### config.mk
export PLATFORM = sky130hd
export DESIGN_NAME = vlca_adjust_regs
export DESIGN_NICKNAME = d
export VERILOG_FILES = /design/src/rtl/vlca_pkg.sv /design/src/rtl/vlca_adjust_regs.sv /design/src/rtl/vlca_gain_mul.sv
export SDC_FILE = /design/constraint.sdc
export NUM_CORES = 1
export LEC_CHECK = 0
export BUFFER_PORTS_ARGS = -buffer_cell sky130_fd_sc_hd__buf_2
export CAP_MARGIN = 20
export CORE_AREA = 2 2 174 244
export CTS_BUF_LIST = sky130_fd_sc_hd__clkbuf_16
export CTS_CLUSTER_SIZE = 30
export DETAILED_ROUTE_END_ITERATION = 12
export DIE_AREA = 0 0 176 246
export PLACE_DENSITY_LB_ADDON = 0.05
export SYNTH_ARGS = -nofsm -noshare
export SYNTH_HDL_FRONTEND = slang
export SYNTH_SLANG_ARGS = --single-unit
### constraint.sdc
create_clock -name clk_i -period 17.3 [get_ports clk_i]
set_input_delay 3.46 -clock clk_i [delete_from_list [all_inputs] [get_ports clk_i]]
set_output_delay 3.46 -clock clk_i [all_outputs]
set_load 0.005 [all_outputs]
### src/rtl/vlca_pkg.sv
package vlca_pkg;
  localparam int          ADDR_W            = 8;
  localparam int          DATA_W            = 8;
  localparam int          GAIN_W            = 9;
  localparam int          PIX_W             = 8;
  localparam logic [7:0]  OFS_CTRL_EVEN     = 8'h2c;
  localparam logic [7:0]  OFS_LUMA_GAIN_LO  = 8'h30;
  localparam logic [7:0]  OFS_U_GAIN_LO     = 8'h34;
  localparam logic [7:0]  OFS_CTRL_ODD      = 8'hac;
  localparam logic [7:0]  RST_CTRL          = 8'h20;
  localparam logic [7:0]  RST_LUMA_GAIN_LO  = 8'hd8;
  localparam logic [7:0]  RST_U_GAIN_LO     = 8'hfe;
  localparam logic [7:0]  RST_V_GAIN_LO     = 8'hb4;
  localparam int          BIT_NOTCH_DIS     = 7;
  localparam int          BIT_DECIM_DIS     = 5;
  localparam int          BIT_CHROMA_INV    = 4;
  localparam int          BIT_RESERVED      = 3;
  localparam int          BIT_LUMA_TOP      = 2;
  localparam int          BIT_U_TOP         = 1;
  localparam int          BIT_V_TOP         = 0;
  localparam logic [8:0]  LUMA_UNITY        = 9'h0d8;
  localparam logic [8:0]  U_UNITY           = 9'h0fe;
  localparam logic [8:0]  V_UNITY           = 9'h0b4;

  typedef struct packed {
    logic       write;
    logic       read;
    logic [7:0] addr;
    logic [7:0] wdata;
  } vlca_bus_req_t;

  typedef struct packed {
    logic [7:0] y;
    logic [7:0] u;
    logic [7:0] v;
  } vlca_pixel_t;

  typedef struct packed {
    logic       luma_notch_disable;
    logic       luma_decim_disable;
    logic       chroma_order_invert;
    logic [8:0] luma_gain;
    logic [8:0] u_gain_value;
    logic [8:0] v_gain_value;
  } vlca_ctrl_t;
endpackage

### src/rtl/vlca_adjust_regs.sv
`timescale 1ns/100ps
// Operation
// - control bytes reset to 0x20
// - bit 7 removes luma notch filter
// - bit 5 bypasses luma decimation
// - bit 4 swaps Cb/Cr sample order
// - luma gain is bit 2 plus low byte
// - luma multiplied by gain, unity 216
// - luma gain low byte resets to 0xD8
// - U gain is bit 1 plus low byte
// - U scaled by gain, unity 254
// - U gain low byte resets to 0xFE
// - bit 0 is V gain top bit
// - V scaled by gain, unity 180
module vlca_adjust_regs
  import vlca_pkg::*;
(
  input  wire logic                   clk_i,
  input  wire logic                   reset_i,
  input  wire vlca_pkg::vlca_bus_req_t bus_i,
  output logic      [7:0]             rdata_o,
  input  wire logic                   odd_field_i,
  input  wire logic [7:0]             v_gain_low_byte_i,
  input  wire logic                   pix_valid_i,
  input  wire vlca_pkg::vlca_pixel_t  pix_i,
  output logic                        pix_valid_o,
  output vlca_pkg::vlca_pixel_t       pix_o,
  output vlca_pkg::vlca_ctrl_t        ctrl_o
);
  import vlca_pkg::*;

  logic [7:0] ctrl_even_r;
  logic [7:0] ctrl_odd_r;
  logic [7:0] luma_gain_low_byte_r;
  logic [7:0] u_gain_low_byte_r;
  logic       valid_r;

  wire logic hit_even_w = bus_i.addr == OFS_CTRL_EVEN;
  wire logic hit_luma_w = bus_i.addr == OFS_LUMA_GAIN_LO;
  wire logic hit_u_w    = bus_i.addr == OFS_U_GAIN_LO;
  wire logic hit_odd_w  = bus_i.addr == OFS_CTRL_ODD;

  // reserved bit is stored as written; zero writes are the caller's duty
  always_ff @(posedge clk_i) begin
    if (reset_i) begin
      ctrl_even_r          <= RST_CTRL;
      ctrl_odd_r           <= RST_CTRL;
      luma_gain_low_byte_r <= RST_LUMA_GAIN_LO;
      u_gain_low_byte_r    <= RST_U_GAIN_LO;
    end else if (bus_i.write) begin
      if (hit_even_w) begin
        ctrl_even_r <= bus_i.wdata;
      end else if (hit_odd_w) begin
        ctrl_odd_r <= bus_i.wdata;
      end else if (hit_luma_w) begin
        luma_gain_low_byte_r <= bus_i.wdata;
      end else if (hit_u_w) begin
        u_gain_low_byte_r <= bus_i.wdata;
      end
    end
  end

  wire logic [7:0] rd_w = hit_even_w ? ctrl_even_r :
                          hit_odd_w  ? ctrl_odd_r :
                          hit_luma_w ? luma_gain_low_byte_r :
                          hit_u_w    ? u_gain_low_byte_r : 8'h00;

  always_ff @(posedge clk_i) begin
    if (reset_i) begin
      rdata_o <= 8'h00;
    end else if (bus_i.read) begin
      rdata_o <= rd_w;
    end
  end

  wire logic [7:0] ctrl_act_w = odd_field_i ? ctrl_odd_r : ctrl_even_r;

  vlca_ctrl_t ctrl_w;
  assign ctrl_w.luma_notch_disable  = ctrl_act_w[BIT_NOTCH_DIS];
  assign ctrl_w.luma_decim_disable  = ctrl_act_w[BIT_DECIM_DIS];
  assign ctrl_w.chroma_order_invert = ctrl_act_w[BIT_CHROMA_INV];
  assign ctrl_w.luma_gain           = {ctrl_act_w[BIT_LUMA_TOP], luma_gain_low_byte_r};
  assign ctrl_w.u_gain_value        = {ctrl_act_w[BIT_U_TOP], u_gain_low_byte_r};
  assign ctrl_w.v_gain_value        = {ctrl_act_w[BIT_V_TOP], v_gain_low_byte_i};

  always_ff @(posedge clk_i) begin
    if (reset_i) begin
      ctrl_o  <= '{1'b0, 1'b1, 1'b0, LUMA_UNITY, U_UNITY, V_UNITY};
      valid_r <= 1'b0;
    end else begin
      ctrl_o  <= ctrl_w;
      valid_r <= pix_valid_i;
    end
  end
  assign pix_valid_o = valid_r;

  vlca_gain_mul #(.PIX_W(PIX_W), .GAIN_W(GAIN_W), .UNITY(LUMA_UNITY)) u_luma (
    .clk_i    (clk_i),
    .reset_i  (reset_i),
    .sample_i (pix_i.y),
    .gain_i   (ctrl_w.luma_gain),
    .sample_o (pix_o.y)
  );

  vlca_gain_mul #(.PIX_W(PIX_W), .GAIN_W(GAIN_W), .UNITY(U_UNITY)) u_ugain (
    .clk_i    (clk_i),
    .reset_i  (reset_i),
    .sample_i (pix_i.u),
    .gain_i   (ctrl_w.u_gain_value),
    .sample_o (pix_o.u)
  );

  vlca_gain_mul #(.PIX_W(PIX_W), .GAIN_W(GAIN_W), .UNITY(V_UNITY)) u_vgain (
    .clk_i    (clk_i),
    .reset_i  (reset_i),
    .sample_i (pix_i.v),
    .gain_i   (ctrl_w.v_gain_value),
    .sample_o (pix_o.v)
  );
endmodule // vlca_adjust_regs

### src/rtl/vlca_gain_mul.sv
`timescale 1ns/100ps
module vlca_gain_mul #(
  parameter int          PIX_W = 8,
  parameter int          GAIN_W = 9,
  parameter logic [8:0]  UNITY = 9'h0d8
) (
  input  wire logic              clk_i,
  input  wire logic              reset_i,
  input  wire logic [PIX_W-1:0]  sample_i,
  input  wire logic [GAIN_W-1:0] gain_i,
  output logic      [PIX_W-1:0]  sample_o
);
  // unity is a fixed 9-bit code, so only a 9-bit gain can be served
  if (UNITY == 9'h000 || GAIN_W != 9) begin : g_bad_setup
    $error("vlca_gain_mul: bad gain setup");
  end

  // product over unity, saturated; a true divide keeps the printed gain ratios exact
  wire logic [PIX_W+GAIN_W-1:0] prod_w = sample_i * gain_i;
  wire logic [PIX_W+GAIN_W-1:0] quot_w = prod_w / {{PIX_W{1'b0}}, UNITY};
  wire logic                    ovf_w  = |quot_w[PIX_W+GAIN_W-1:PIX_W];
  wire logic [PIX_W-1:0]        sat_w  = ovf_w ? {PIX_W{1'b1}} : quot_w[PIX_W-1:0];

  always_ff @(posedge clk_i) begin
    if (reset_i) begin
      sample_o <= '0;
    end else begin
      sample_o <= sat_w;
    end
  end
endmodule // vlca_gain_mul

### After elaboration in Yosys (flattened, before gate mapping)

Cells that the tools add are included.
W data, S select, Z words.

| operators by class | value |
|---|---|
| add/subtract/negate cells | 0 |
| multipliers | 3 |
| divide/modulo/power cells | 3 |
| magnitude comparators | 0 |
| equal/unequal tests | 4 |
| shift operators | 0 |
| multiplexer cells | 8 |
| bitwise gates (word level) | 3 |
| reduce and logical (&&, ||, !) cells | 7 |

Operators with widths:

| operator | number |
|---|---|
| $mux W8 | 8 |
| $div A17 B8 Y17 const B | 3 |
| $mul A8 B9 Y17 | 3 |
| $reduce_or A9 Y1 | 3 |
| $eq A8 B6 Y1 const B | 3 |
| $eq A8 B8 Y1 const B | 1 |
| $reduce_and A5 Y1 | 1 |
| $reduce_and A4 Y1 | 1 |
| $not A1 Y1 | 3 |
| $reduce_and A3 Y1 | 1 |
| $reduce_and A2 Y1 | 1 |

| storage, ports and cells | value |
|---|---|
| register bits after elaboration | 95 |
| latch bits | 0 |
| RAM bits | 0 |
| ROM bits | 0 |
| bits of input ports | 54 |
| output and inout bits | 63 |
| logic and storage cells | 43 |
| memories | 0 |

### Depth between registers and ports, before layout

Gate-level depths: netlist (run 1).

| logic depth | value |
|---|---|
| depth after elaboration | 5 |
| depth in mapped cells | 45 |
| gate-level depth less buffers | 38 |

### Cells and area by module

Synthesis (run 1) repeated with hierarchy kept, for this count alone.

| second synthesis, totals | value |
|---|---|
| cells, all modules | 2,184 |
| area total of the unflattened synthesis | 18,038.6 sq um |

By module, submodules not included:

| module | times used | cells an instance | area an instance (sq um) | seq. area each (sq um) |
|---|---|---|---|---|
| vlca_gain_mul (u_vgain) | 1 | 724 | 5,735.5 | 160.2 |
| vlca_gain_mul (u_luma) | 1 | 631 | 4,949.7 | 160.2 |
| vlca_gain_mul (u_ugain) | 1 | 575 | 4,649.5 | 160.2 |
| vlca_adjust_regs | 1 | 254 | 2,703.8 | 1,421.4 |

### Least setup slack after synthesis (run 1)

Ideal clock, no wire load.

| timing | value |
|---|---|
| path type | input-to-reg |
| start point | in odd_field_i |
| end point | reg u_vgain.sample_o[0] |
| setup time | 0.133 ns |
| data arrival time | 13.434 ns |
| data required time | 17.167 ns |
| path slack | 3.733 ns |
| stages on the path | 40 |
| buffers on the path | 3 |
| cell sequence | clkbuf_1 mux2i_1 nor2b_1 fa_1 fa_1 fa_1 inv_1 fa_1 inv_1 ha_1 a2111oi_4 o21ai_2 a2111o_1 a21o_1 and2_4 buf_6 a32oi_2 a32oi_1 [4 not listed] nor2_2 or4_4 a311oi_1 a221oi_2 o2bb2ai_2 o211a_1 a22o_1 a221o_1 or2_0 or3_1 a311oi_4 buf_6 nand4_1 o211a_1 a31oi_1 nor3_1 o221ai_1 a31oi_1 |

| on the way | value |
|---|---|
| cells in the longest elaborated chain, start to end | 5 |

RTL lines:

| item | RTL line | RTL |
|---|---|---|
| start: declaration | vlca_adjust_regs.sv:22 | `input wire logic odd_field_i,` |
| $mux W8 * | vlca_adjust_regs.sv:76 | `wire logic [7:0] ctrl_act_w = odd_field_i ? ctrl_odd_r : ctrl_even_r;` |
| $mul A8 B9 Y17 * | vlca_gain_mul.sv:19 | `wire logic [PIX_W+GAIN_W-1:0] prod_w = sample_i * gain_i;` |
| $div A17 B8 Y17 * | vlca_gain_mul.sv:20 | `wire logic [PIX_W+GAIN_W-1:0] quot_w = prod_w / {{PIX_W{1'b0}}, UNITY};` |
| $reduce_or A9 Y1 | vlca_gain_mul.sv:21 | `wire logic ovf_w = \|quot_w[PIX_W+GAIN_W-1:PIX_W];` |
| $mux W8 * | vlca_gain_mul.sv:22 | `wire logic [PIX_W-1:0] sat_w = ovf_w ? {PIX_W{1'b1}} : quot_w[PIX_W-1:0];` |
| end signal: assignment | vlca_gain_mul.sv:28 | `sample_o <= sat_w;` |
| end: declaration | vlca_gain_mul.sv:11 | `output logic [PIX_W-1:0] sample_o` |

Every way passes the cells marked *; elsewhere a longest branch is shown, timed or not.
A chain may end at the register's enable or synchronous reset.

### Worst setup path after layout (run 1)

Same ends and word-level chain as after synthesis.

==> results of run 1 <==
[layout make-up]
cell class / count / area (um2)
fill: 4225 / 23400
multi-input combinational: 1717 / 13400
sequential: 95 / 1900
timing repair buffer: 133 / 711
inverter: 183 / 687
tap: 540 / 676
clock buffer: 9 / 225
clock inverter: 7 / 81.3
antenna: 1 / 2.50
[critical path: cells and delay by family]
family,cells,cell delay (ns)
fa+ha+maj,5,2.40
buf+inv,5,0.73
simple gates,7,1.55
xor+xnor,2,0.49
compound gates,20,6.18
mux,1,0.22
[worst max-delay path by stage]
stage,endpoint,slack (ns),depth (start not counted)
CTS,u_vgain.sample_o[0],2.56,39
global placement,u_vgain.sample_o[0],2.34,40
global route,u_vgain.sample_o[0],1.33,39
floorplan,u_vgain.sample_o[0],3.73,40
finish,u_vgain.sample_o[0],2.53,40
detailed placement,u_vgain.sample_o[0],2.21,39
[metal layers]
layer	GRT usage	up-vias
met5	0	-
met4	0.0700	0
met3	0.0190	59
met2	0.429	276
met1	0.271	7460
li1	-	7564
[cell families (layout without fill, tap and decap cells)]
kind of cell | Yosys count | after routing | share of synthesized area
mux | 44 | 44 | 0.0278
flops | 95 | 95 | 0.117
buf+inv | 255 | 332 | 0.0614
other cells | 0 | 1 | 0
simple gates | 777 | 777 | 0.244
fa+ha+maj | 241 | 241 | 0.243
xor+xnor | 93 | 93 | 0.0517
compound gates | 562 | 562 | 0.255
[through the flow]
stage | worst slack, ns | std cells | hold slack (ns) | cell area [um2]
floorplan | 3.73 | 2067 | 0.451 | 16300
global placement | 2.34 | 2668 | 0.464 | 17300
detailed placement | 2.21 | 2668 | 0.479 | 17300
CTS | 2.56 | 2684 | 0.496 | 17600
global route | 1.33 | 2685 | 0.530 | 17600
finish | 2.53 | 2685 | 0.492 | 17600
[cells in the final DEF (no fill, tap or decap), types with 35 or more instances in the layout]
| cell | count |
|---|---|
| nand2_1 | 195 |
| inv_1 | 183 |
| nor2_1 | 142 |
| and2_1 | 141 |
| fa_1 | 126 |
| a21oi_1 | 124 |
| buf_2 | 115 |
| ha_1 | 111 |
| dfxtp_1 | 95 |
| xnor2_1 | 71 |
| o21ai_0 | 57 |
| nor3_1 | 54 |
| nand3_1 | 53 |
| a31oi_1 | 39 |
| mux2i_1 | 35 |
[registers in the layout, indices dropped and copies added, names as in the netlist, 8 cells and up]
signal                flops
u_ugain.sample_o          8
ctrl_even_r               8
rdata_o                   8
ctrl_odd_r                8
u_luma.sample_o           8
ctrl_o                   30
u_vgain.sample_o          8
luma_gain_low_byte_r      8
u_gain_low_byte_r         8
==> impl_metrics.xml, run 1 <==
<?xml version="1.0" encoding="UTF-8"?>
<metrics>
  <group name="routing">
    <metric name="detail_route.iter0.violations" unit="">703</metric>
    <metric name="ant_nets" unit="">0</metric>
    <metric name="uppermost_layer_routed" unit="">met4</metric>
    <metric name="wirelength" unit="mm">48.2</metric>
    <metric name="detailroute.via_count" unit="">15359</metric>
    <metric name="met1_length" unit="mm">20.3</metric>
    <metric name="wl_met3" unit="mm">1.16</metric>
    <metric name="drt-vias-per-instance" unit="">5.72</metric>
    <metric name="wire_per_inst" unit="um">18.0</metric>
    <metric name="met2RoutedLength" unit="mm">25.6</metric>
    <metric name="drcViolationCount" unit="">0</metric>
    <metric name="drt-pass1-iter-count" unit="">5</metric>
  </group>
  <group name="clock_network">
    <metric name="clock_tree.buffer_depth" unit="">2</metric>
    <metric name="cts.root.buffer_cell" unit="">clkbuf_16</metric>
    <metric name="clk_pin_slew" unit="ns">0.09</metric>
    <metric name="cts_post_setup_buffers_inserted" unit="">0</metric>
    <metric name="cts_inserted_buffers" unit="">9</metric>
    <metric name="cts_tree" unit="">built</metric>
    <metric name="h-tree-depth" unit="">3</metric>
    <metric name="clock_latency" unit="ns">0.39</metric>
    <metric name="count_of_instances_resized_after_the_clock_tree_is_built" unit="">0</metric>
    <metric name="cts_hold_buf" unit="">0</metric>
    <metric name="cts_num_sinks" unit="">95</metric>
  </group>
  <group name="synthesis">
    <metric name="post-synth-top-area-fraction" unit="">0.155</metric>
    <metric name="synth.yosys.seq_area_share" unit="">0.117</metric>
    <metric name="synth_async_sr_flop_share" unit="">0</metric>
    <metric name="synth_edf_count" unit="">0</metric>
    <metric name="synthesis.area_per_instance" unit="um2">7.86</metric>
    <metric name="synth_top_cell_by_area" unit="">fa_1</metric>
    <metric name="yosysUniqueCellTypes" unit="">111</metric>
    <metric name="synth_common_cells" unit="">nand2_1 (195), inv_1 (183), nor2_1 (142)</metric>
    <metric name="post_synthesis_instance_total" unit="">2067</metric>
    <metric name="synthMostInstantiatedCell" unit="">nand2_1</metric>
    <metric name="synthFlopType" unit="">dfxtp_1</metric>
    <metric name="combined_area_of_all_synthesized_cells" unit="um2">16300</metric>
    <metric name="synthesis.yosys.warnings" unit="">0</metric>
    <metric name="post_synth_main_area_contributors" unit="">fa_1 (16%), dfxtp_1 (12%), ha_1 (8.5%)</metric>
    <metric name="syn_nets" unit="">2358</metric>
    <metric name="yosys_register_bits" unit="">95</metric>
  </group>
  <group name="setup_path">
    <metric name="r2r_slack" unit="ns">5.52</metric>
    <metric name="critPathCaptureType" unit="">flop</metric>
    <metric name="worst_path_largest_cell_delay" unit="ns">0.65</metric>
    <metric name="worstSetupStartpoint" unit="">odd_field_i</metric>
    <metric name="critPathSlowestCell" unit="">a21oi_1</metric>
    <metric name="critPathMaxFanout" unit="">13</metric>
    <metric name="path_class" unit="">in -&gt; reg</metric>
    <metric name="crit_top_cell" unit="">fa_1</metric>
    <metric name="cp.required" unit="ns">17.59</metric>
    <metric name="crit_arrival" unit="ns">15.07</metric>
    <metric name="worst_setup_path_start_kind" unit="">input port</metric>
    <metric name="reg2reg_depth" unit="">39</metric>
    <metric name="worst_r2r_startpoint" unit="">ctrl_even_r[0]</metric>
    <metric name="critical_path.reg2reg.endpoint" unit="">u_vgain.sample_o[0]</metric>
  </group>
  <group name="timing">
    <metric name="timing_max_transition_violations_final" unit="">0</metric>
    <metric name="rsz_0062_raised_after_global_routing" unit="">no</metric>
    <metric name="hold_viol_final" unit="">0</metric>
    <metric name="setup_total_negative_slack" unit="ns">0</metric>
    <metric name="finalClockSkew" unit="ns">0.0222</metric>
    <metric name="min_period" unit="ns">14.77</metric>
    <metric name="setup_viols_final" unit="">0</metric>
    <metric name="relSlewSlack" unit="">0.327</metric>
    <metric name="timing.fmax" unit="GHz">0.0677</metric>
    <metric name="fin_crit_sh" unit="">0.854</metric>
    <metric name="transition_time_of_the_tightest_slew_check_pin" unit="ns">0.996</metric>
  </group>
  <group name="grt">
    <metric name="first_global_vias" unit="">15421</metric>
    <metric name="antenna_found_initial" unit="">1</metric>
    <metric name="global_route_wire_length_before_repair" unit="mm">80.5</metric>
    <metric name="largest_net_degree_at_the_start_of_global_routing" unit="">74</metric>
    <metric name="grt_total_usage" unit="">0.227</metric>
    <metric name="grt-ovfl-total" unit="">0</metric>
  </group>
  <group name="floorplan">
    <metric name="core-area" unit="um2">41100</metric>
    <metric name="ports_placed_on_the_boundary" unit="">117</metric>
    <metric name="floorplan.die_area" unit="um2">43300</metric>
    <metric name="placementRows" unit="">88</metric>
    <metric name="floorplan.die.width" unit="um">176</metric>
    <metric name="initial_utilization" unit="">0.396</metric>
    <metric name="y_dimension_of_the_die" unit="um">246</metric>
  </group>
  <group name="final_layout">
    <metric name="layout-drive-gt1-share" unit="">0.113</metric>
    <metric name="nNetsFinal" unit="">2430</metric>
    <metric name="areaGrowthSynthToFinish" unit="%">8.59</metric>
    <metric name="layout.core_utilization" unit="">0.430</metric>
  </group>
  <group name="job">
    <metric name="maxCapViolCount" unit="">0</metric>
  </group>
  <group name="worst_hold_path">
    <metric name="min-delay-path-class" unit="">reg -&gt; reg</metric>
    <metric name="worstHoldPathCells" unit="">2</metric>
    <metric name="end_point_of_the_worst_hold_path" unit="">rdata_o[7]</metric>
    <metric name="hp-start" unit="">rdata_o[7]</metric>
  </group>
  <group name="place">
    <metric name="placement.io_buffers" unit="">116</metric>
    <metric name="hpwlAfterDp" unit="mm">38.8</metric>
    <metric name="finalWeightedCongestion" unit="">0.875</metric>
  </group>
  <group name="status">
    <metric name="status" unit="">finished, final reports clean</metric>
  </group>
</metrics>
Power of run 1 is not shown: default switching activity piles up to over one toggle a cycle in this logic, so the estimate is an artifact.
==> run 2, diff against run 1 <==
--- a/config.mk
+++ b/config.mk
@@ -6,13 +6,13 @@
 export NUM_CORES = 1
 export LEC_CHECK = 0
 export BUFFER_PORTS_ARGS = -buffer_cell sky130_fd_sc_hd__buf_2
-export CAP_MARGIN = 20
 export CORE_AREA = 2 2 174 244
 export CTS_BUF_LIST = sky130_fd_sc_hd__clkbuf_16
 export CTS_CLUSTER_SIZE = 30
 export DETAILED_ROUTE_END_ITERATION = 12
 export DIE_AREA = 0 0 176 246
 export PLACE_DENSITY_LB_ADDON = 0.05
+export REMOVE_ABC_BUFFERS = 1
 export SYNTH_ARGS = -nofsm -noshare
 export SYNTH_HDL_FRONTEND = slang
 export SYNTH_SLANG_ARGS = --single-unit
==> impl_metrics.xml, run 2 (synthesis results as in run 1) <==
<?xml version="1.0" encoding="UTF-8"?>
<metrics>
  <group name="setup_path">
    <metric name="path_class" unit="">in -&gt; reg</metric>
    <metric name="cp.required" unit="ns">17.61</metric>
    <metric name="critPathMaxFanout" unit="">14</metric>
    <metric name="crit_arrival" unit="ns">15.17</metric>
    <metric name="crit_buf_inv" unit="">4</metric>
    <metric name="worst_setup_path_start_kind" unit="">input port</metric>
    <metric name="reg2reg_depth" unit="">38</metric>
    <metric name="critical_path.reg2reg.endpoint" unit="">u_vgain.sample_o[0]</metric>
    <metric name="critPathCaptureType" unit="">flop</metric>
    <metric name="worst_r2r_startpoint" unit="">ctrl_odd_r[0]</metric>
    <metric name="critical_path.top_delay_family" unit="">compound AO/OA/AOI/OAI gates</metric>
    <metric name="worst_path_largest_cell_delay" unit="ns">0.65</metric>
    <metric name="r2r_slack" unit="ns">5.42</metric>
    <metric name="crit_top_cell" unit="">fa_1</metric>
    <metric name="timing.critical_path.depth" unit="">39</metric>
    <metric name="critPathSlowestCell" unit="">a311oi_4</metric>
  </group>
  <group name="routing">
    <metric name="drt-vias-per-instance" unit="">5.83</metric>
    <metric name="wl_met3" unit="mm">1.19</metric>
    <metric name="drcViolationCount" unit="">0</metric>
    <metric name="met2RoutedLength" unit="mm">26.7</metric>
    <metric name="detail_route.iter0.violations" unit="">806</metric>
    <metric name="met1_length" unit="mm">19.7</metric>
    <metric name="ant_nets" unit="">0</metric>
    <metric name="wirelength" unit="mm">49.1</metric>
    <metric name="drt-pass1-iter-count" unit="">7</metric>
    <metric name="detailroute.via_count" unit="">15639</metric>
    <metric name="uppermost_layer_routed" unit="">met4</metric>
    <metric name="wire_per_inst" unit="um">18.3</metric>
  </group>
  <group name="timing">
    <metric name="setup_viols_final" unit="">0</metric>
    <metric name="min_period" unit="ns">14.87</metric>
    <metric name="setup_total_negative_slack" unit="ns">0</metric>
    <metric name="timing.fmax" unit="GHz">0.0673</metric>
    <metric name="fin_crit_sh" unit="">0.859</metric>
    <metric name="rsz_0062_raised_after_global_routing" unit="">no</metric>
    <metric name="hold_viol_final" unit="">0</metric>
    <metric name="relSlewSlack" unit="">0.219</metric>
    <metric name="transition_time_of_the_tightest_slew_check_pin" unit="ns">1.17</metric>
    <metric name="timing_max_transition_violations_final" unit="">0</metric>
    <metric name="finalClockSkew" unit="ns">0.0147</metric>
    <metric name="setup_slack" unit="ns">2.43</metric>
  </group>
  <group name="floorplan">
    <metric name="floorplan.die_area" unit="um2">43300</metric>
    <metric name="placementRows" unit="">88</metric>
    <metric name="core-area" unit="um2">41100</metric>
    <metric name="floorplan.die.width" unit="um">176</metric>
    <metric name="initial_utilization" unit="">0.396</metric>
    <metric name="ports_placed_on_the_boundary" unit="">117</metric>
    <metric name="y_dimension_of_the_die" unit="um">246</metric>
  </group>
  <group name="clock_network">
    <metric name="cts_tree" unit="">built</metric>
    <metric name="cts_inserted_buffers" unit="">9</metric>
    <metric name="clk_pin_slew" unit="ns">0.08</metric>
    <metric name="cts.root.buffer_cell" unit="">clkbuf_16</metric>
    <metric name="clock_latency" unit="ns">0.38</metric>
    <metric name="clock_tree.buffer_depth" unit="">2</metric>
    <metric name="count_of_instances_resized_after_the_clock_tree_is_built" unit="">0</metric>
    <metric name="h-tree-depth" unit="">3</metric>
    <metric name="cts_hold_buf" unit="">0</metric>
    <metric name="cts_post_setup_buffers_inserted" unit="">0</metric>
    <metric name="cts_num_sinks" unit="">95</metric>
  </group>
  <group name="worst_hold_path">
    <metric name="worstHoldPathCells" unit="">2</metric>
    <metric name="hp-start" unit="">rdata_o[1]</metric>
    <metric name="end_point_of_the_worst_hold_path" unit="">rdata_o[1]</metric>
    <metric name="min-delay-path-class" unit="">reg -&gt; reg</metric>
  </group>
  <group name="place">
    <metric name="hpwlAfterDp" unit="mm">39.4</metric>
    <metric name="place_ws" unit="ns">1.95</metric>
    <metric name="placement.io_buffers" unit="">116</metric>
    <metric name="dp.cells" unit="">2666</metric>
    <metric name="finalWeightedCongestion" unit="">0.879</metric>
  </group>
  <group name="final_layout">
    <metric name="post_layout_nonfiller_instances" unit="">2682</metric>
    <metric name="nNetsFinal" unit="">2428</metric>
    <metric name="areaGrowthSynthToFinish" unit="%">8.48</metric>
    <metric name="max_flop_register" unit="">ctrl_o</metric>
    <metric name="layout.cells.most_common" unit="">nand2_1</metric>
    <metric name="final_cell_mix" unit="">nand2_1 (195), inv_1 (183), nor2_1 (142)</metric>
    <metric name="largest_register_ff_count" unit="">30</metric>
    <metric name="layout-drive-gt1-share" unit="">0.113</metric>
    <metric name="antenna_cells_inserted" unit="">0</metric>
  </group>
  <group name="status">
    <metric name="status" unit="">finished, final reports clean</metric>
  </group>
  <group name="job">
    <metric name="maxCapViolCount" unit="">0</metric>
  </group>
  <group name="grt">
    <metric name="first_global_vias" unit="">15709</metric>
    <metric name="antenna_found_initial" unit="">0</metric>
    <metric name="largest_net_degree_at_the_start_of_global_routing" unit="">71</metric>
    <metric name="grt_total_usage" unit="">0.229</metric>
    <metric name="global_route_wire_length_before_repair" unit="mm">80.5</metric>
    <metric name="grt-ovfl-total" unit="">0</metric>
  </group>
</metrics>
==> run 2: how the worst max path moves through the flow <==
| stage | endpoint | slack, ns | from |
|---|---|---|---|
| 5_1_grt | u_vgain.sample_o[0] | 1.44 | odd_field_i |
| 3_5_place_dp | u_vgain.sample_o[0] | 1.95 | odd_field_i |
| 4_1_cts | u_vgain.sample_o[0] | 2.37 | odd_field_i |
| 3_3_place_gp | u_vgain.sample_o[0] | 2.22 | odd_field_i |
| 2_1_floorplan | u_vgain.sample_o[0] | 3.13 | odd_field_i |
| 6_report | u_vgain.sample_o[0] | 2.43 | odd_field_i |
==> run 2: worst register-to-register path: cells and delay by family, from the launching register on <==
kind,cells,cell delay [ns]
AOI/OAI and AO/OA,20,6.48
adders and majority gates,5,2.40
and+or+nand+nor,7,1.76
DFF,1,0.38
buffers and inverters,3,0.28
muxes,2,0.27
xor gates and xnor gates,1,0.26
==> run 2: metrics by stage <==
step,utilization,area [um2],hold slack [ns]
finish,0.429,17600,0.495
global route,0.429,17600,0.514
CTS,0.429,17600,0.495
detailed placement,0.422,17300,0.476
global placement,0.422,17300,0.471
floorplan,-,15900,0.451
==> run 2: cell type report <==
cell class	instances	area [um2]
fill	4267	23400
timing repair buffer	131	696
clock buffer	9	225
tap	540	676
multi-input combinational	1717	13400
clock inverter	7	81.3
inverter	183	687
sequential	95	1900
==> run 2: per-layer routing <==
| layer | up-vias | global-route usage |
|---|---|---|
| li1 | 7565 | - |
| met1 | 7665 | 0.254 |
| met2 | 325 | 0.451 |
| met3 | 84 | 0.0196 |
| met4 | 0 | 0.0775 |
| met5 | - | 0 |
Power of run 2 is left out for the same reason.
==> run 3, diff against run 2 <==
--- a/config.mk
+++ b/config.mk
@@ -6,13 +6,14 @@
 export NUM_CORES = 1
 export LEC_CHECK = 0
 export BUFFER_PORTS_ARGS = -buffer_cell sky130_fd_sc_hd__buf_2
-export CORE_AREA = 2 2 174 244
+export CORE_AREA = 2 2 183 257
 export CTS_BUF_LIST = sky130_fd_sc_hd__clkbuf_16
 export CTS_CLUSTER_SIZE = 30
 export DETAILED_ROUTE_END_ITERATION = 12
-export DIE_AREA = 0 0 176 246
+export DIE_AREA = 0 0 185 259
 export PLACE_DENSITY_LB_ADDON = 0.05
 export REMOVE_ABC_BUFFERS = 1
 export SYNTH_ARGS = -nofsm -noshare
 export SYNTH_HDL_FRONTEND = slang
+export SYNTH_HIERARCHICAL = 1
 export SYNTH_SLANG_ARGS = --single-unit
==> impl_metrics.xml, run 3 <==
<?xml version="1.0" encoding="UTF-8"?>
<metrics>
  <group name="floorplan">
    <metric name="core-area" unit="um2">45600</metric>
    <metric name="initial_utilization" unit="">0.395</metric>
    <metric name="floorplan.die.width" unit="um">185</metric>
    <metric name="y_dimension_of_the_die" unit="um">259</metric>
    <metric name="floorplan.die_area" unit="um2">47900</metric>
    <metric name="placementRows" unit="">93</metric>
    <metric name="ports_placed_on_the_boundary" unit="">117</metric>
  </group>
  <group name="final_layout">
    <metric name="largest_register_ff_count" unit="">30</metric>
    <metric name="final_cell_mix" unit="">inv_1 (205), and2_1 (181), nand2_1 (154)</metric>
    <metric name="areaGrowthSynthToFinish" unit="%">7.57</metric>
    <metric name="layout.cells.most_common" unit="">inv_1</metric>
    <metric name="nNetsFinal" unit="">2535</metric>
    <metric name="layout-drive-gt1-share" unit="">0.140</metric>
    <metric name="num-fill-cells" unit="">4755</metric>
    <metric name="max_flop_register" unit="">ctrl_o</metric>
  </group>
  <group name="place">
    <metric name="finalWeightedCongestion" unit="">0.878</metric>
    <metric name="placement.io_buffers" unit="">116</metric>
    <metric name="hpwlAfterDp" unit="mm">44.8</metric>
  </group>
  <group name="routing">
    <metric name="drt-vias-per-instance" unit="">5.83</metric>
    <metric name="detailroute.via_count" unit="">16721</metric>
    <metric name="wire_per_inst" unit="um">19.4</metric>
    <metric name="wirelength" unit="mm">55.7</metric>
    <metric name="detail_route.iter0.violations" unit="">718</metric>
    <metric name="drt-pass1-iter-count" unit="">5</metric>
    <metric name="ant_nets" unit="">0</metric>
    <metric name="drcViolationCount" unit="">0</metric>
  </group>
  <group name="grt">
    <metric name="first_global_vias" unit="">17002</metric>
    <metric name="global_route_wire_length_before_repair" unit="mm">89.8</metric>
    <metric name="antenna_found_initial" unit="">2</metric>
    <metric name="grt-ovfl-total" unit="">0</metric>
    <metric name="grt_total_usage" unit="">0.234</metric>
    <metric name="largest_net_degree_at_the_start_of_global_routing" unit="">65</metric>
  </group>
  <group name="worst_hold_path">
    <metric name="min-delay-path-class" unit="">reg -&gt; reg</metric>
    <metric name="hp-start" unit="">ctrl_even_r[6]</metric>
    <metric name="worstHoldPathCells" unit="">2</metric>
  </group>
  <group name="synthesis">
    <metric name="synthesis.area_per_instance" unit="um2">8.26</metric>
    <metric name="post_synth_and_or_nand_nor_area_fraction" unit="">0.245</metric>
    <metric name="post_synth_main_area_contributors" unit="">fa_1 (14%), dfxtp_1 (11%), ha_1 (7.7%)</metric>
    <metric name="combined_area_of_all_synthesized_cells" unit="um2">18000</metric>
    <metric name="synth_common_cells" unit="">inv_1 (205), and2_1 (181), nand2_1 (154)</metric>
    <metric name="synth_async_sr_flop_share" unit="">0</metric>
    <metric name="synth_area_in_compound_gates" unit="">0.261</metric>
    <metric name="synthMostInstantiatedCell" unit="">inv_1</metric>
    <metric name="synth.yosys.seq_area_share" unit="">0.105</metric>
    <metric name="synth_top_cell_by_area" unit="">fa_1</metric>
    <metric name="synth-adder-area-share" unit="">0.220</metric>
    <metric name="synth_top_family_by_area" unit="">compound AO/OA/AOI/OAI gates</metric>
    <metric name="muxShareOfSynthArea" unit="">0.0531</metric>
    <metric name="yosysUniqueCellTypes" unit="">138</metric>
    <metric name="synthesis.yosys.warnings" unit="">6</metric>
    <metric name="yosys_register_bits" unit="">95</metric>
    <metric name="synthFlopType" unit="">dfxtp_1</metric>
    <metric name="synth_edf_count" unit="">0</metric>
    <metric name="yosys.area_share.xor_xnor" unit="">0.0474</metric>
    <metric name="post_synthesis_instance_total" unit="">2184</metric>
    <metric name="post-synth-top-area-fraction" unit="">0.140</metric>
  </group>
  <group name="clock_network">
    <metric name="clock_tree.buffer_depth" unit="">2</metric>
    <metric name="cts_tree" unit="">built</metric>
    <metric name="h-tree-depth" unit="">3</metric>
    <metric name="clk_pin_slew" unit="ns">0.08</metric>
    <metric name="cts_post_setup_buffers_inserted" unit="">0</metric>
    <metric name="cts_hold_buf" unit="">0</metric>
    <metric name="clock_latency" unit="ns">0.38</metric>
    <metric name="count_of_instances_resized_after_the_clock_tree_is_built" unit="">0</metric>
    <metric name="cts.root.buffer_cell" unit="">clkbuf_16</metric>
    <metric name="cts_inserted_buffers" unit="">9</metric>
    <metric name="cts_num_sinks" unit="">95</metric>
  </group>
  <group name="timing">
    <metric name="timing_max_transition_violations_final" unit="">0</metric>
    <metric name="transition_time_of_the_tightest_slew_check_pin" unit="ns">1.23</metric>
    <metric name="setup_total_negative_slack" unit="ns">0</metric>
    <metric name="whs" unit="ns">0.477</metric>
    <metric name="hold_viol_final" unit="">0</metric>
    <metric name="rsz_0062_raised_after_global_routing" unit="">no</metric>
    <metric name="relSlewSlack" unit="">0.166</metric>
    <metric name="min_period" unit="ns">14.35</metric>
    <metric name="setup_viols_final" unit="">0</metric>
    <metric name="fin_crit_sh" unit="">0.829</metric>
    <metric name="timing.fmax" unit="GHz">0.0697</metric>
    <metric name="finalClockSkew" unit="ns">0.0183</metric>
  </group>
  <group name="setup_path">
    <metric name="crit_top_cell" unit="">fa_1</metric>
    <metric name="critPathMaxFanout" unit="">21</metric>
    <metric name="worst_r2r_startpoint" unit="">ctrl_odd_r[0]</metric>
    <metric name="crit_arrival" unit="ns">14.63</metric>
    <metric name="worst_setup_path_start_kind" unit="">input port</metric>
    <metric name="reg2reg_depth" unit="">34</metric>
    <metric name="path_class" unit="">in -&gt; reg</metric>
    <metric name="cp.required" unit="ns">17.58</metric>
    <metric name="critPathCaptureType" unit="">flop</metric>
    <metric name="critPathSlowestCell" unit="">nor3_2</metric>
    <metric name="worstSetupStartpoint" unit="">odd_field_i</metric>
    <metric name="worst_path_largest_cell_delay" unit="ns">0.68</metric>
  </group>
  <group name="job">
    <metric name="maxCapViolCount" unit="">0</metric>
  </group>
  <group name="status">
    <metric name="status" unit="">finished, final reports clean</metric>
  </group>
</metrics>
[run 3: cell types whose count changed in the layout (fill, tap and decap cells not counted), sizes merged, moves of 15 or more]
cell    delta
a21oi     -16
and2      +39
inv       +21
xnor2     -15
nand2b    +18
nand2     -42
mux2i     +34
o21ai     +18
nor2      -23
[run 3: final timing paths]
check,end,slack [ns]
worst min-delay path,ctrl_even_r[6],0.48
worst min register to register,ctrl_even_r[6],0.48
worst max register to register,u_vgain/sample_o[0],6.05
worst max-delay path,u_vgain/sample_o[0],2.95
[run 3: metal layers]
metal	wire, um	vias up	track usage	share of wire
met3	1580	131	0.0213	0.028
li1	-	8031	-	-
met1	20200	8190	0.237	0.36
met2	31700	365	0.475	0.57
met5	19	-	0	0.00034
met4	2170	4	0.0979	0.039
[run 3: cells by family (layout without fill, tap and decap cells)]
| kind of cell | Yosys count | count (layout) |
|---|---|---|
| flops | 95 | 95 |
| buf+inv | 288 | 353 |
| fa+ha+maj | 243 | 243 |
| compound gates | 593 | 593 |
| xor+xnor | 84 | 84 |
| simple gates | 791 | 791 |
| other cells | 0 | 1 |
| mux | 90 | 90 |
[run 3: per-stage QoR]
| step | util | area, um2 | cells | worst slack [ns] |
|---|---|---|---|---|
| 3_3_place_gp | 0.418 | 19100 | 2850 | 2.75 |
| 3_5_place_dp | 0.418 | 19100 | 2850 | 2.66 |
| 6_report | 0.425 | 19400 | 2867 | 2.95 |
| 4_1_cts | 0.425 | 19400 | 2866 | 3.06 |
| 5_1_grt | 0.425 | 19400 | 2866 | 2.24 |
| 2_1_floorplan | - | 17600 | 2101 | 4.22 |
[run 3: area by class of cell]
type	instances	area [um2]	share of cell area
multi-input cells	1801	14900	0.769
flip-flops and latches	95	1900	0.0980
well taps	617	772	0.0398
inverters	205	769	0.0397
repair buffers	132	703	0.0362
clock buffers	9	225	0.0116
clock inverters	7	101	0.00522
diodes	1	2.50	0.000129
[run 3: critical path: cells and delay by family]
family                     cells  cell delay (ns)
and+or+nand+nor               12             3.78
adders and majority gates      5             2.47
AOI/OAI and AO/OA             14             4.11
muxes                          1             0.44
buffers and inverters          3             0.34
Power of run 3 is left out for the same reason.
